==> src/verilog/icc_params.svh <==
// Constants of the instruction cycle control core
// Function
// [RULE_01] Each machine cycle is exactly four system clocks.
// [RULE_02] Most instructions take one machine cycle; jump, call, return and table read take two.
// [RULE_03] A write to the program counter low byte acts as a jump and costs one extra cycle.
// [RULE_04] A skip takes one cycle when not taken and one more when taken.
// [RULE_05] Addition sets carry above 255; subtraction sets it on a borrow below zero.
// [RULE_06] Increment and decrement change the operand by one, into memory or accumulator.
// [RULE_07] AND, OR, XOR and complement set the zero flag on a zero result.
// [RULE_08] Rotates move one bit; the carry forms swap the outgoing bit with carry.
// [RULE_09] A call saves the next address and a return resumes there.
// [RULE_10] A jump loads its target without saving a return address.
// [RULE_11] Conditional branches test a byte or a bit and then skip or not.
// [RULE_12] Moves go memory to accumulator, accumulator to memory, immediate to accumulator.
// [RULE_13] ALU work takes the accumulator as one operand; result to accumulator or memory.
// [RULE_14] Both watchdog clears back to back clear timeout and power-down; one alone does not.
// [RULE_15] An extra cycle drops the fetched word and idles before fetching the new address.
`ifndef ICC_PARAMS_SVH
`define ICC_PARAMS_SVH
// Machine cycle phases
`define ICC_PHASE_FIRST 2'h0
`define ICC_PHASE_FETCH 2'h1
`define ICC_PHASE_READ 2'h2
`define ICC_PHASE_LAST 2'h3
// Program counter and stack
`define ICC_RESET_PC 12'h000
`define ICC_PC_STEP 12'h001
`define ICC_SKIP_STEP 12'h002
`define ICC_PC_LOW_ADDR 8'h06
`define ICC_SP_TOP 3'h5
`define ICC_SP_ZERO 3'h0
`define ICC_SP_ONE 3'h1
`define ICC_ONE 8'h01
`define ICC_ZERO 8'h00
// Instruction fields
`define ICC_OP_RANGE 15:12
`define ICC_SUB_RANGE 11:8
`define ICC_ADDR_RANGE 11:0
`define ICC_OPND_RANGE 7:0
`define ICC_BIT_RANGE 10:8
`define ICC_TBL_HI_RANGE 15:8
// Opcodes
`define ICC_OP_NOP 4'h0
`define ICC_OP_ALU_A 4'h1
`define ICC_OP_ALU_M 4'h2
`define ICC_OP_ALU_X 4'h3
`define ICC_OP_SKIP 4'h4
`define ICC_OP_SKIP_SET 4'h5
`define ICC_OP_SKIP_CLR 4'h6
`define ICC_OP_JUMP 4'h8
`define ICC_OP_CALL 4'h9
`define ICC_OP_RETURN 4'hA
`define ICC_OP_TABLE 4'hB
`define ICC_OP_WDT 4'hC
// Skip and watchdog sub codes
`define ICC_SK_SZ 4'h0
`define ICC_SK_SZA 4'h1
`define ICC_SK_SIZ 4'h2
`define ICC_SK_SDZ 4'h3
`define ICC_SK_SIZA 4'h4
`define ICC_SK_SDZA 4'h5
`define ICC_WDT_FIRST 4'h1
`define ICC_WDT_SECOND 4'h2
// ALU functions
`define ICC_FN_ADD 4'h0
`define ICC_FN_ADC 4'h1
`define ICC_FN_SUB 4'h2
`define ICC_FN_SBC 4'h3
`define ICC_FN_AND 4'h4
`define ICC_FN_OR 4'h5
`define ICC_FN_XOR 4'h6
`define ICC_FN_INVERT 4'h7
`define ICC_FN_INC 4'h8
`define ICC_FN_DECR 4'h9
`define ICC_FN_ROTR 4'hA
`define ICC_FN_ROTL 4'hB
`define ICC_FN_ROTRC 4'hC
`define ICC_FN_ROTLC 4'hD
`define ICC_FN_MOVM 4'hE
`define ICC_FN_MOVA 4'hF
`endif

==> src/verilog/icc_pkg.sv <==
// Types shared by the instruction cycle control core
package icc_pkg;
	typedef enum logic [1:0] {ICC_ST_EXEC = 2'b01, ICC_ST_IDLE = 2'b10} icc_state_e;
	typedef logic [11:0] icc_pc_t;
	typedef logic [7:0] icc_byte_t;
endpackage

==> src/verilog/icc_alu.sv <==
// Byte ALU of the instruction cycle control core
`timescale 1ns/10ps
`include "icc_params.svh"
module icc_alu
	import icc_pkg::*;
(
	// Operands
	input wire logic [3:0] func,
	input wire icc_byte_t accIn,
	input wire icc_byte_t opIn,
	input wire logic carryIn,
	// Results
	output icc_byte_t result,
	output logic carryOut,
	output logic carryUpd,
	output logic zeroOut,
	output logic zeroUpd
);
	logic cin;
	logic [8:0] sumW;
	logic [8:0] difW;

	// Carry in only for the with-carry forms
	assign cin = (func == `ICC_FN_ADC || func == `ICC_FN_SBC) ? carryIn : 1'b0;
	assign sumW = {1'b0, accIn} + {1'b0, opIn} + {8'h00, cin};
	// Bit 8 of the difference is the borrow
	assign difW = {1'b0, accIn} - {1'b0, opIn} - {8'h00, cin};

	// Function select; accumulator is the first operand of the two-operand functions
	always_comb
	begin
		result = opIn;
		carryOut = carryIn;
		carryUpd = 1'b0;
		zeroUpd = 1'b1;
		case (func)
			`ICC_FN_ADD, `ICC_FN_ADC:
			begin
				result = sumW[7:0]; // [RULE_13]
				carryOut = sumW[8]; // [RULE_05]
				carryUpd = 1'b1;
			end
			`ICC_FN_SUB, `ICC_FN_SBC:
			begin
				result = difW[7:0];
				carryOut = difW[8]; // [RULE_05]
				carryUpd = 1'b1;
			end
			`ICC_FN_AND: result = accIn & opIn; // [RULE_07]
			`ICC_FN_OR: result = accIn | opIn;
			`ICC_FN_XOR: result = accIn ^ opIn;
			`ICC_FN_INVERT: result = ~opIn;
			`ICC_FN_INC: result = opIn + `ICC_ONE; // [RULE_06]
			`ICC_FN_DECR: result = opIn - `ICC_ONE;
			`ICC_FN_ROTR, `ICC_FN_ROTL:
			begin
				result = (func == `ICC_FN_ROTR) ? {opIn[0], opIn[7:1]}
					: {opIn[6:0], opIn[7]}; // [RULE_08]
				zeroUpd = 1'b0;
			end
			`ICC_FN_ROTRC:
			begin
				result = {carryIn, opIn[7:1]}; // [RULE_08]
				carryOut = opIn[0];
				carryUpd = 1'b1;
				zeroUpd = 1'b0;
			end
			`ICC_FN_ROTLC:
			begin
				result = {opIn[6:0], carryIn};
				carryOut = opIn[7];
				carryUpd = 1'b1;
				zeroUpd = 1'b0;
			end
			`ICC_FN_MOVA:
			begin
				result = accIn; // [RULE_12]
				zeroUpd = 1'b0;
			end
			default: zeroUpd = 1'b0; // Plain move of the operand
		endcase
	end

	assign zeroOut = (result == `ICC_ZERO);
endmodule

==> src/verilog/icc_core.sv <==
// Instruction sequencer and execute stage of the small 8-bit core
`timescale 1ns/10ps
`include "icc_params.svh"
module icc_core
	import icc_pkg::*;
(
	// Clock and reset
	input wire logic core_clk,
	input wire logic rst_n,
	// Program memory
	output icc_pc_t progAddr,
	input wire logic [15:0] progData,
	// Data memory
	output icc_byte_t dataAddr,
	input wire icc_byte_t dataRdData,
	output icc_byte_t dataWrData,
	output logic dataWrEn,
	// Watchdog and halt events
	input wire logic wdtTimeoutEvent,
	input wire logic powerdownEvent,
	// Visible state
	output icc_byte_t accumulator,
	output logic carryFlag,
	output logic zeroFlag,
	output logic timeoutFlag,
	output logic powerdownFlag,
	output icc_byte_t tableHigh,
	output logic cycleStart,
	output logic extraCycle
);
	icc_state_e stateReg;
	logic [1:0] phaseReg;
	logic [15:0] instrReg;
	logic [15:0] tableWordReg;
	icc_byte_t memReg;
	icc_pc_t pcReg;
	icc_pc_t pcNext;
	icc_pc_t stackMem [0:5];
	logic [2:0] spReg;
	logic [1:0] lastClearReg;
	logic commit;
	logic lastPhase;
	logic [3:0] opc;
	logic [3:0] sub;
	logic [3:0] aluFunc;
	icc_byte_t aluOperand;
	icc_byte_t aluResult;
	logic aluCarry;
	logic aluCarryUpd;
	logic aluZero;
	logic aluZeroUpd;
	logic isAluOp;
	logic isSkipByte;
	logic isSkipBit;
	logic skipTaken;
	logic pcLowWrite;
	logic accWrite;
	logic memWrite;
	logic needExtra;
	logic wdtFirst;
	logic wdtSecond;
	logic clearPair;
	logic [8:0] sumCheck;
	icc_byte_t incCheck;

	// Wrapping stack pointer step, used for push and pop
	function automatic logic [2:0] spStep(input logic [2:0] sp, input logic up);
		logic [2:0] r;
		r = sp;
		if (up)
			r = (sp == `ICC_SP_TOP) ? `ICC_SP_ZERO : sp + `ICC_SP_ONE;
		else
			r = (sp == `ICC_SP_ZERO) ? `ICC_SP_TOP : sp - `ICC_SP_ONE;
		return r;
	endfunction

	// ****************************************
	// Machine cycle timing
	// ****************************************

	// Free running phase counter, four clocks per machine cycle
	always_ff @(posedge core_clk)
	begin
		if (!rst_n)
			phaseReg <= `ICC_PHASE_FIRST;
		else
			phaseReg <= phaseReg + 2'h1; // [RULE_01]
	end

	assign lastPhase = (phaseReg == `ICC_PHASE_LAST);
	assign commit = lastPhase && (stateReg == ICC_ST_EXEC);

	// Cycle start marker, high during phase zero
	always_ff @(posedge core_clk)
	begin
		if (!rst_n)
			cycleStart <= 1'b0;
		else
			cycleStart <= lastPhase;
	end

	// ****************************************
	// Decode
	// ****************************************

	assign opc = instrReg[`ICC_OP_RANGE];
	assign sub = instrReg[`ICC_SUB_RANGE];
	assign isAluOp = (opc == `ICC_OP_ALU_A) || (opc == `ICC_OP_ALU_M)
		|| (opc == `ICC_OP_ALU_X);
	assign isSkipByte = (opc == `ICC_OP_SKIP);
	assign isSkipBit = (opc == `ICC_OP_SKIP_SET) || (opc == `ICC_OP_SKIP_CLR);
	assign wdtFirst = (opc == `ICC_OP_WDT) && (sub == `ICC_WDT_FIRST);
	assign wdtSecond = (opc == `ICC_OP_WDT) && (sub == `ICC_WDT_SECOND);

	// Skip forms borrow the increment and decrement paths
	always_comb
	begin
		aluFunc = `ICC_FN_MOVM;
		if (isAluOp)
			aluFunc = sub;
		else if (isSkipByte)
		begin
			case (sub)
				`ICC_SK_SIZ, `ICC_SK_SIZA: aluFunc = `ICC_FN_INC;
				`ICC_SK_SDZ, `ICC_SK_SDZA: aluFunc = `ICC_FN_DECR;
				default: aluFunc = `ICC_FN_MOVM;
			endcase
		end
	end

	// Immediate forms take the operand from the word itself
	assign aluOperand = (opc == `ICC_OP_ALU_X)
		? instrReg[`ICC_OPND_RANGE] : memReg; // [RULE_12]

	icc_alu u_alu (
		.func(aluFunc),
		.accIn(accumulator),
		.opIn(aluOperand),
		.carryIn(carryFlag),
		.result(aluResult),
		.carryOut(aluCarry),
		.carryUpd(aluCarryUpd),
		.zeroOut(aluZero),
		.zeroUpd(aluZeroUpd)
	);

	// Destinations and branch decisions
	always_comb
	begin
		skipTaken = 1'b0;
		if (isSkipByte)
			skipTaken = aluZero; // [RULE_11]
		else if (opc == `ICC_OP_SKIP_SET)
			skipTaken = memReg[instrReg[`ICC_BIT_RANGE]];
		else if (opc == `ICC_OP_SKIP_CLR)
			skipTaken = !memReg[instrReg[`ICC_BIT_RANGE]];
	end

	// Memory-destination writes to the low PC byte redirect the PC
	assign pcLowWrite = (opc == `ICC_OP_ALU_M)
		&& (instrReg[`ICC_OPND_RANGE] == `ICC_PC_LOW_ADDR); // [RULE_03]
	assign accWrite = ((opc == `ICC_OP_ALU_A) || (opc == `ICC_OP_ALU_X))
		&& (sub != `ICC_FN_MOVA) || (isSkipByte && (sub == `ICC_SK_SZA
		|| sub == `ICC_SK_SIZA || sub == `ICC_SK_SDZA)); // [RULE_13]
	assign memWrite = ((opc == `ICC_OP_ALU_M) && !pcLowWrite) || (isSkipByte
		&& (sub == `ICC_SK_SIZ || sub == `ICC_SK_SDZ)); // [RULE_06]
	assign needExtra = (opc == `ICC_OP_JUMP) || (opc == `ICC_OP_CALL)
		|| (opc == `ICC_OP_RETURN) || (opc == `ICC_OP_TABLE)
		|| pcLowWrite || skipTaken; // [RULE_02] [RULE_04]

	// Next program counter
	always_comb
	begin
		pcNext = pcReg + `ICC_PC_STEP;
		case (opc)
			`ICC_OP_JUMP, `ICC_OP_CALL:
				pcNext = instrReg[`ICC_ADDR_RANGE]; // [RULE_10]
			`ICC_OP_RETURN:
				pcNext = stackMem[spStep(spReg, 1'b0)]; // [RULE_09]
			default:
			begin
				if (pcLowWrite)
					pcNext = {pcReg[11:8], aluResult};
				else if (skipTaken)
					pcNext = pcReg + `ICC_SKIP_STEP; // [RULE_11]
			end
		endcase
	end

	// ****************************************
	// Sequencing
	// ****************************************

	// Extra cycles idle for one full machine cycle
	always_ff @(posedge core_clk)
	begin
		if (!rst_n)
			stateReg <= ICC_ST_EXEC;
		else if (commit && needExtra)
			stateReg <= ICC_ST_IDLE; // [RULE_15]
		else if (lastPhase)
			stateReg <= ICC_ST_EXEC;
	end

	always_ff @(posedge core_clk)
	begin
		if (!rst_n)
			extraCycle <= 1'b0;
		else if (lastPhase)
			extraCycle <= commit && needExtra;
	end

	// Fetch only in execute cycles; idle cycles drop the word
	always_ff @(posedge core_clk)
	begin
		if (!rst_n)
			instrReg <= {`ICC_OP_NOP, 12'h000};
		else if (stateReg == ICC_ST_EXEC && phaseReg == `ICC_PHASE_FETCH)
			instrReg <= progData; // [RULE_15]
	end

	// Table word is fetched during the idle cycle of a table read
	always_ff @(posedge core_clk)
	begin
		if (!rst_n)
			tableWordReg <= 16'h0000;
		else if (stateReg == ICC_ST_IDLE && phaseReg == `ICC_PHASE_FETCH)
			tableWordReg <= progData; // [RULE_02]
	end

	// Data address follows the fetched word
	always_ff @(posedge core_clk)
	begin
		if (!rst_n)
			dataAddr <= `ICC_ZERO;
		else if (stateReg == ICC_ST_EXEC && phaseReg == `ICC_PHASE_FETCH)
			dataAddr <= progData[`ICC_OPND_RANGE];
	end

	always_ff @(posedge core_clk)
	begin
		if (!rst_n)
			memReg <= `ICC_ZERO;
		else if (stateReg == ICC_ST_EXEC && phaseReg == `ICC_PHASE_READ)
			memReg <= dataRdData;
	end

	// PC and fetch address; table read points at {page, acc}
	always_ff @(posedge core_clk)
	begin
		if (!rst_n)
		begin
			pcReg <= `ICC_RESET_PC;
			progAddr <= `ICC_RESET_PC;
		end
		else if (commit)
		begin
			pcReg <= pcNext;
			progAddr <= (opc == `ICC_OP_TABLE)
				? {pcReg[11:8], accumulator} : pcNext;
		end
		else if (lastPhase)
			progAddr <= pcReg;
	end

	// Return stack, wraps after six levels
	always_ff @(posedge core_clk)
	begin
		if (!rst_n)
			spReg <= `ICC_SP_ZERO;
		else if (commit && opc == `ICC_OP_CALL)
		begin
			stackMem[spReg] <= pcReg + `ICC_PC_STEP; // [RULE_09]
			spReg <= spStep(spReg, 1'b1);
		end
		else if (commit && opc == `ICC_OP_RETURN)
			spReg <= spStep(spReg, 1'b0);
	end

	// ****************************************
	// Results
	// ****************************************

	always_ff @(posedge core_clk)
	begin
		if (!rst_n)
			accumulator <= `ICC_ZERO;
		else if (commit && accWrite)
			accumulator <= aluResult; // [RULE_13]
	end

	always_ff @(posedge core_clk)
	begin
		if (!rst_n)
		begin
			carryFlag <= 1'b0;
			zeroFlag <= 1'b0;
		end
		else if (commit && isAluOp)
		begin
			if (aluCarryUpd)
				carryFlag <= aluCarry; // [RULE_05] [RULE_08]
			if (aluZeroUpd)
				zeroFlag <= aluZero; // [RULE_07]
		end
	end

	// Write strobe lasts one clock, in phase zero
	always_ff @(posedge core_clk)
	begin
		if (!rst_n)
		begin
			dataWrEn <= 1'b0;
			dataWrData <= `ICC_ZERO;
			tableHigh <= `ICC_ZERO;
		end
		else if (commit && memWrite)
		begin
			dataWrEn <= 1'b1;
			dataWrData <= aluResult; // [RULE_13]
		end
		else if (lastPhase && stateReg == ICC_ST_IDLE && opc == `ICC_OP_TABLE)
		begin
			dataWrEn <= 1'b1;
			dataWrData <= tableWordReg[`ICC_OPND_RANGE];
			tableHigh <= tableWordReg[`ICC_TBL_HI_RANGE];
		end
		else
			dataWrEn <= 1'b0;
	end

	// ****************************************
	// Watchdog clear pairing
	// ****************************************

	assign clearPair = (wdtFirst && lastClearReg == 2'b10)
		|| (wdtSecond && lastClearReg == 2'b01);

	always_ff @(posedge core_clk)
	begin
		if (!rst_n)
			lastClearReg <= 2'b00;
		else if (commit)
			lastClearReg <= {wdtSecond, wdtFirst};
	end

	// Hardware set wins over the instruction clear
	always_ff @(posedge core_clk)
	begin
		if (!rst_n)
		begin
			timeoutFlag <= 1'b0;
			powerdownFlag <= 1'b0;
		end
		else
		begin
			if (wdtTimeoutEvent)
				timeoutFlag <= 1'b1;
			else if (commit && clearPair)
				timeoutFlag <= 1'b0; // [RULE_14]
			if (powerdownEvent)
				powerdownFlag <= 1'b1;
			else if (commit && clearPair)
				powerdownFlag <= 1'b0;
		end
	end

	// ****************************************
	// Checks
	// ****************************************

	assign sumCheck = {1'b0, accumulator} + {1'b0, aluOperand};
	assign incCheck = memReg + `ICC_ONE;

	a_cycle_spacing: assert property (@(posedge core_clk) disable iff (!rst_n) // [RULE_01]
		cycleStart |=> !cycleStart [*3] ##1 cycleStart)
		else $error("machine cycle not four clocks");
	a_jump_two: assert property (@(posedge core_clk) disable iff (!rst_n) // [RULE_02]
		commit && opc == `ICC_OP_JUMP |=> (stateReg == ICC_ST_IDLE) [*4]
		##1 stateReg == ICC_ST_EXEC)
		else $error("jump did not take two cycles");
	a_pc_low_extra: assert property (@(posedge core_clk) disable iff (!rst_n) // [RULE_03]
		commit && pcLowWrite |=> stateReg == ICC_ST_IDLE && $stable(spReg))
		else $error("low pc write not treated as jump");
	a_skip_single: assert property (@(posedge core_clk) disable iff (!rst_n) // [RULE_04]
		commit && (isSkipByte || isSkipBit) && !skipTaken
		|=> stateReg == ICC_ST_EXEC && progAddr == $past(pcReg) + 12'h001)
		else $error("untaken skip not one cycle");
	a_add_carry: assert property (@(posedge core_clk) disable iff (!rst_n) // [RULE_05]
		commit && opc == `ICC_OP_ALU_X && sub == `ICC_FN_ADD
		|=> carryFlag == $past(sumCheck[8]))
		else $error("add carry wrong");
	a_inc_step: assert property (@(posedge core_clk) disable iff (!rst_n) // [RULE_06]
		commit && opc == `ICC_OP_ALU_A && sub == `ICC_FN_INC
		|=> accumulator == $past(incCheck))
		else $error("increment not by one");
	a_logic_zero: assert property (@(posedge core_clk) disable iff (!rst_n) // [RULE_07]
		commit && isAluOp && sub == `ICC_FN_XOR && aluResult == 8'h00
		|=> zeroFlag)
		else $error("zero flag missed");
	a_rotate_carry: assert property (@(posedge core_clk) disable iff (!rst_n) // [RULE_08]
		commit && opc == `ICC_OP_ALU_A && sub == `ICC_FN_ROTRC
		|=> carryFlag == $past(memReg[0]) && accumulator[7] == $past(carryFlag))
		else $error("rotate through carry wrong");
	a_jump_target: assert property (@(posedge core_clk) disable iff (!rst_n) // [RULE_10]
		commit && opc == `ICC_OP_JUMP
		|=> pcReg == $past(instrReg[11:0]) && $stable(spReg))
		else $error("jump target wrong");
	a_wdt_single: assert property (@(posedge core_clk) disable iff (!rst_n) // [RULE_14]
		commit && wdtFirst && lastClearReg != 2'b10 && !wdtTimeoutEvent
		|=> timeoutFlag == $past(timeoutFlag))
		else $error("single watchdog clear changed flag");
	a_idle_discard: assert property (@(posedge core_clk) disable iff (!rst_n) // [RULE_15]
		stateReg == ICC_ST_IDLE && phaseReg == `ICC_PHASE_FETCH
		|=> $stable(instrReg))
		else $error("fetched word kept during idle cycle");
endmodule

==> config.mk <==
export PLATFORM = sky130hd
export DESIGN_NAME = icc_core
export DESIGN_NICKNAME = d
export VERILOG_FILES = /design/src/verilog/icc_pkg.sv /design/src/verilog/icc_alu.sv /design/src/verilog/icc_core.sv
export VERILOG_INCLUDE_DIRS = /design/src /design/src/verilog
export SDC_FILE = /design/constraint.sdc
export NUM_CORES = 1
export LEC_CHECK = 0
export ABC_CLOCK_PERIOD_IN_PS = 6240
export BUFFER_PORTS_ARGS = -buffer_cell sky130_fd_sc_hd__buf_2
export CORE_UTILIZATION = 40
export DETAILED_ROUTE_END_ITERATION = 7
export PLACE_DENSITY = 0.55
export SLEW_MARGIN = 20
export SYNTH_ARGS = -nofsm -noshare
export SYNTH_HDL_FRONTEND = slang
export SYNTH_SLANG_ARGS = --single-unit
==> constraint.sdc <==
create_clock -name core_clk -period 6.24 [get_ports core_clk]
set_clock_uncertainty 0.1 [all_clocks]
set_input_delay 0.936 -clock core_clk [delete_from_list [all_inputs] [get_ports core_clk]]
set_output_delay 0.936 -clock core_clk [all_outputs]
set_load 0.03 [all_outputs]
==> results.txt <==
- Counting flops with a built-in enable in the synthesized netlist gives 72.
- During I/O placement, the number of pins put on the boundary was 79.
* Number of buffers created by CTS: 17
- In this run, the clock network consumes 40.6% of the power.
* Initial antenna violation count: 1
- In the post-synthesis netlist, the biggest area contributors are sky130_fd_sc_hd__edfxtp_1 20%, sky130_fd_sc_hd__dfxtp_1 19%, sky130_fd_sc_hd__nand2_1 5.7%.
- Max-cap violation count: 0
- Root Buffer Master: sky130_fd_sc_hd__clkbuf_16
- Combinational logic is responsible for 14.4% of the overall power.
- Setup slack closes at 0.4679 ns.
- Largest fanout on the critical path: 14
- The top cell type by area accounts for 20.41% of the synthesized area.
- At the worst endpoint, the arrival time is 6.00 ns.
- The worst-case IR drop observed on VDD is 0.0001545 V.
- After floorplanning, the core was divided into 59 placement rows.
- The congestion estimate from routability-driven global placement came to 0.9692.
- Count of synthesis-stage warnings from yosys: 0
- Detailed-route DRC error count: 0
- Dividing the detail-routed via count by the number of cells gives 5.807.
- Net switching is 30.81% of the power.
- Counting tap cells, the placed design contains a total of 1,523 instances.
* Placement Setup Slack: 0.5785 ns
- Layout overhead on the synthesized area: 12.92%
- After the first detailed-routing iteration, the DRC count stood at 798.
- WP data required: 6.47 ns
- Syn Nets: 1,231
- The most used flip-flop cell after synthesis is sky130_fd_sc_hd__dfxtp_1.
* Fraction of the cycle the final worst path needs: 92.50%
- In this run the worst hold path is classified as flip-flop to flip-flop.
* Critical path class: flip-flop to flip-flop
- The analysis attributes to cell leakage a power of 0.004491 uW.
- Core box area: 25,980 um2
* Total half-perimeter wirelength after legalization and detailed placement: 24,740 um
* Final Hold Violating Endpoints: 0
- Bufs and invs on worst path: 2
- Final-layout fill cell count: 2,588
- Excluding fillers, the count of instances in the completed layout stands at 1,556.
- First-pass GRT wire length: 52,260 um
* Effective utilization at floorplan: 40.77%
- In this run, distinct cell masters in the synthesized netlist total 92.
- Post-CTS Repair Setup Buffers: 0
- Once layout is complete, the utilization of the core stands at 46.04%.
* CTS Buffer Depth: 2
- Number of global-route vias before repair: 8,564
- Ratio of cells with drive above 1 in the final layout: 16.39%
- For this run, the slowest stage of the critical path takes 0.68 ns.
* Post-CTS resize count: 0
- Power comes to 2737 uW.
- Max frequency: 173.2 MHz
- Post-detailed-route wirelength per cell: 22.02 um
- The die covers 27,140 um2.
- Headroom to the max-slew limit came out at 31.16%.
- The count of buffers added on input and output ports is 78.
- Entering global routing, the biggest net connects 83 pins.
- Aggregate routed wire length: 34,270 um
* Startpoint type of the worst setup path: flip-flop
- Clock latency on the worst-skew pair, taken at its later pin, is 0.44 ns.
- Total standard cell area after synthesis: 10,590 um2
* Tightest Pin Transition: 1.029 ns
- Unrepaired setup endpoints after global routing: no
- Internal power consumption: 1894 uW
- Traced cell by cell, the critical path runs through and4bb_1, buf_4, mux2i_1, inv_1, ha_1, nand3_1, mux2_2, o21ba_2, o211ai_1, o31ai_1, o32a_1, and4b_1, a21o_2, mux2_4, a31oi_1, nor2_1, o21a_1.
- Worst path slowest cell: sky130_fd_sc_hd__mux2i_1
- sky130_fd_sc_hd__nand2_1 is the most common cell in the netlist.
* Switching Power: 843.3 uW
* Count of nets left with antenna violations after detail routing: 0
- CTS saw 175 sinks.
* Vias after detailed routing: 9,036
* Post-synthesis cell type with the largest combined area: sky130_fd_sc_hd__edfxtp_1
* Pwr Density: 228.8 nW/um2
- Of the synthesized area, sequential elements account for 39.87%.
* # hold bufs at CTS: 0
- Sequential share of power: 45.1%
* Commonest cells in the synthesized netlist: 162 x sky130_fd_sc_hd__nand2_1, 103 x sky130_fd_sc_hd__dfxtp_1, 77 x sky130_fd_sc_hd__o21ai_0, 72 x sky130_fd_sc_hd__edfxtp_1, 60 x sky130_fd_sc_hd__clkbuf_1
* Worst Setup End Kind: flip-flop
* Total number of H-tree levels: 4
- Global routing used 25.90% of the available tracks across all layers.
* Fraction of registers with async set or reset after synthesis: 0%
- Post-Synthesis Mean Instance Area: 9.164 um2
- Number of pins with negative max-slew slack in the final report: 0
* Register clock-pin slew on the reported worst setup and hold paths: 0.08 ns
- In the final design database the tool counted 1,282 nets.
- Seq cells post-synth: 175
- In the final timing run, aggregate negative setup slack is 0 ns.
* Die height: 164.7 um
* Remaining global-route overflow: 0
- On the critical path the largest part of the delay comes from compound AO/OA/AOI/OAI gates.
- Mapped Cells: 1,156
- Final period demand of the worst path: 5.772 ns
- The first detailed-routing pass took 5 iterations.
- Run status: finished clean
- From left edge to right edge, the die measures 164.7 um.
- Final setup violating endpoints: 0
* Clock tree from TritonCTS: built
-- power by group through the flow --
stage	registers [uW]	logic, uW	clock network, uW
final	1230	393	1110
after global routing	1240	419	1180
after CTS	1230	385	1130
after detailed placement	1260	383	0
after global placement	1260	386	0
after floorplan	1250	254	0
-- final cells by class --
class | instances | area [um2] | area share [%]
multi-input cells | 854 | 5858 | 48.97
flip-flops and latches | 175 | 4225 | 35.32
repair buffers | 117 | 683.2 | 5.711
clock inverters | 15 | 191.4 | 1.600
inverters | 42 | 157.7 | 1.318
diodes | 1 | 2.502 | 0.02092
well taps | 335 | 419.2 | 3.504
clock buffers | 17 | 425.4 | 3.556
-- worst register-to-register path: cells and delay by family (launching register included) --
| kind | cells | cell delay (ns) |
|---|---|---|
| compound gates | 7 | 1.72 |
| fa+ha+maj | 1 | 0.46 |
| buf+inv | 2 | 0.59 |
| flops | 1 | 0.58 |
| mux | 3 | 1.33 |
| simple gates | 4 | 0.90 |
-- routing by layer --
layer	wire [um]	track usage (%)	up-vias
met1	16930	38.48	4350
met5	11	0	-
met2	14340	37.09	329
met4	792	8.924	2
met3	2199	4.872	52
li1	-	-	4303
-- through the flow --
step	cell area [um2]	hold slack (ns)
CTS	11960	0.3702
floorplan	10590	0.3401
detailed placement	11340	0.3589
global placement	11340	0.3514
finish	11960	0.3580
global route	11960	0.3848
-- cells by family (layout without fill, tap and decap cells) --
group                    Yosys count  in the layout  synth area share [%]
AND/OR/NAND/NOR                  398            398                 18.52
AO/OA/AOI/OAI                    319            319                 20.62
flip-flops                       175            175                 39.87
buffers and inverters            127            191                 5.067
multiplexers                      58             58                 7.370
adder cells (fa/ha/maj)           47             47                 5.905
XOR/XNOR                          32             32                 2.646
other                              0              1                     0
-- worst paths after layout --
kind / start / to / slack, ns / depth (start not counted)
max: instrReg[13]$_SDFFE_PN0P_ / pcReg[10]$_SDFFE_PN0P_ / 0.47 / 17
min: tableWordReg[10]$_SDFFE_PN0P_ / tableHigh[2]$_SDFFE_PN0P_ / 0.36 / 2
max reg2reg: instrReg[13]$_SDFFE_PN0P_ / pcReg[10]$_SDFFE_PN0P_ / 0.47 / 17
min reg2reg: tableWordReg[10]$_SDFFE_PN0P_ / tableHigh[2]$_SDFFE_PN0P_ / 0.36 / 2
-- cell usage in the layout (no fill, tap or decap), types with 14 or more instances in the layout --
cell	Yosys	final
sky130_fd_sc_hd__and2_1	14	14
sky130_fd_sc_hd__mux4_2	14	14
sky130_fd_sc_hd__inv_1	40	40
sky130_fd_sc_hd__buf_4	10	39
sky130_fd_sc_hd__ha_1	42	42
sky130_fd_sc_hd__nand2_1	162	162
sky130_fd_sc_hd__a31oi_1	14	14
sky130_fd_sc_hd__a21boi_0	59	59
sky130_fd_sc_hd__xnor2_1	23	23
sky130_fd_sc_hd__dfxtp_1	103	102
sky130_fd_sc_hd__clkbuf_16	0	17
sky130_fd_sc_hd__a22oi_1	19	19
sky130_fd_sc_hd__o21ai_0	77	77
sky130_fd_sc_hd__mux2i_1	35	35
sky130_fd_sc_hd__nor3_1	18	18
sky130_fd_sc_hd__buf_2	6	78
sky130_fd_sc_hd__nor2_1	59	59
sky130_fd_sc_hd__a21oi_1	49	49
sky130_fd_sc_hd__nand3_1	39	39
sky130_fd_sc_hd__nor2b_1	27	27
sky130_fd_sc_hd__edfxtp_1	72	72
-- sequential cells by signal, summed over array words and instances, names as in the netlist, 12 cells and up --
| name | cells |
|---|---|
| instrReg | 16 |
| pcReg | 12 |
| progAddr | 12 |
| stackMem | 72 |
| tableWordReg | 16 |
Power figures use the tool's default switching activity.
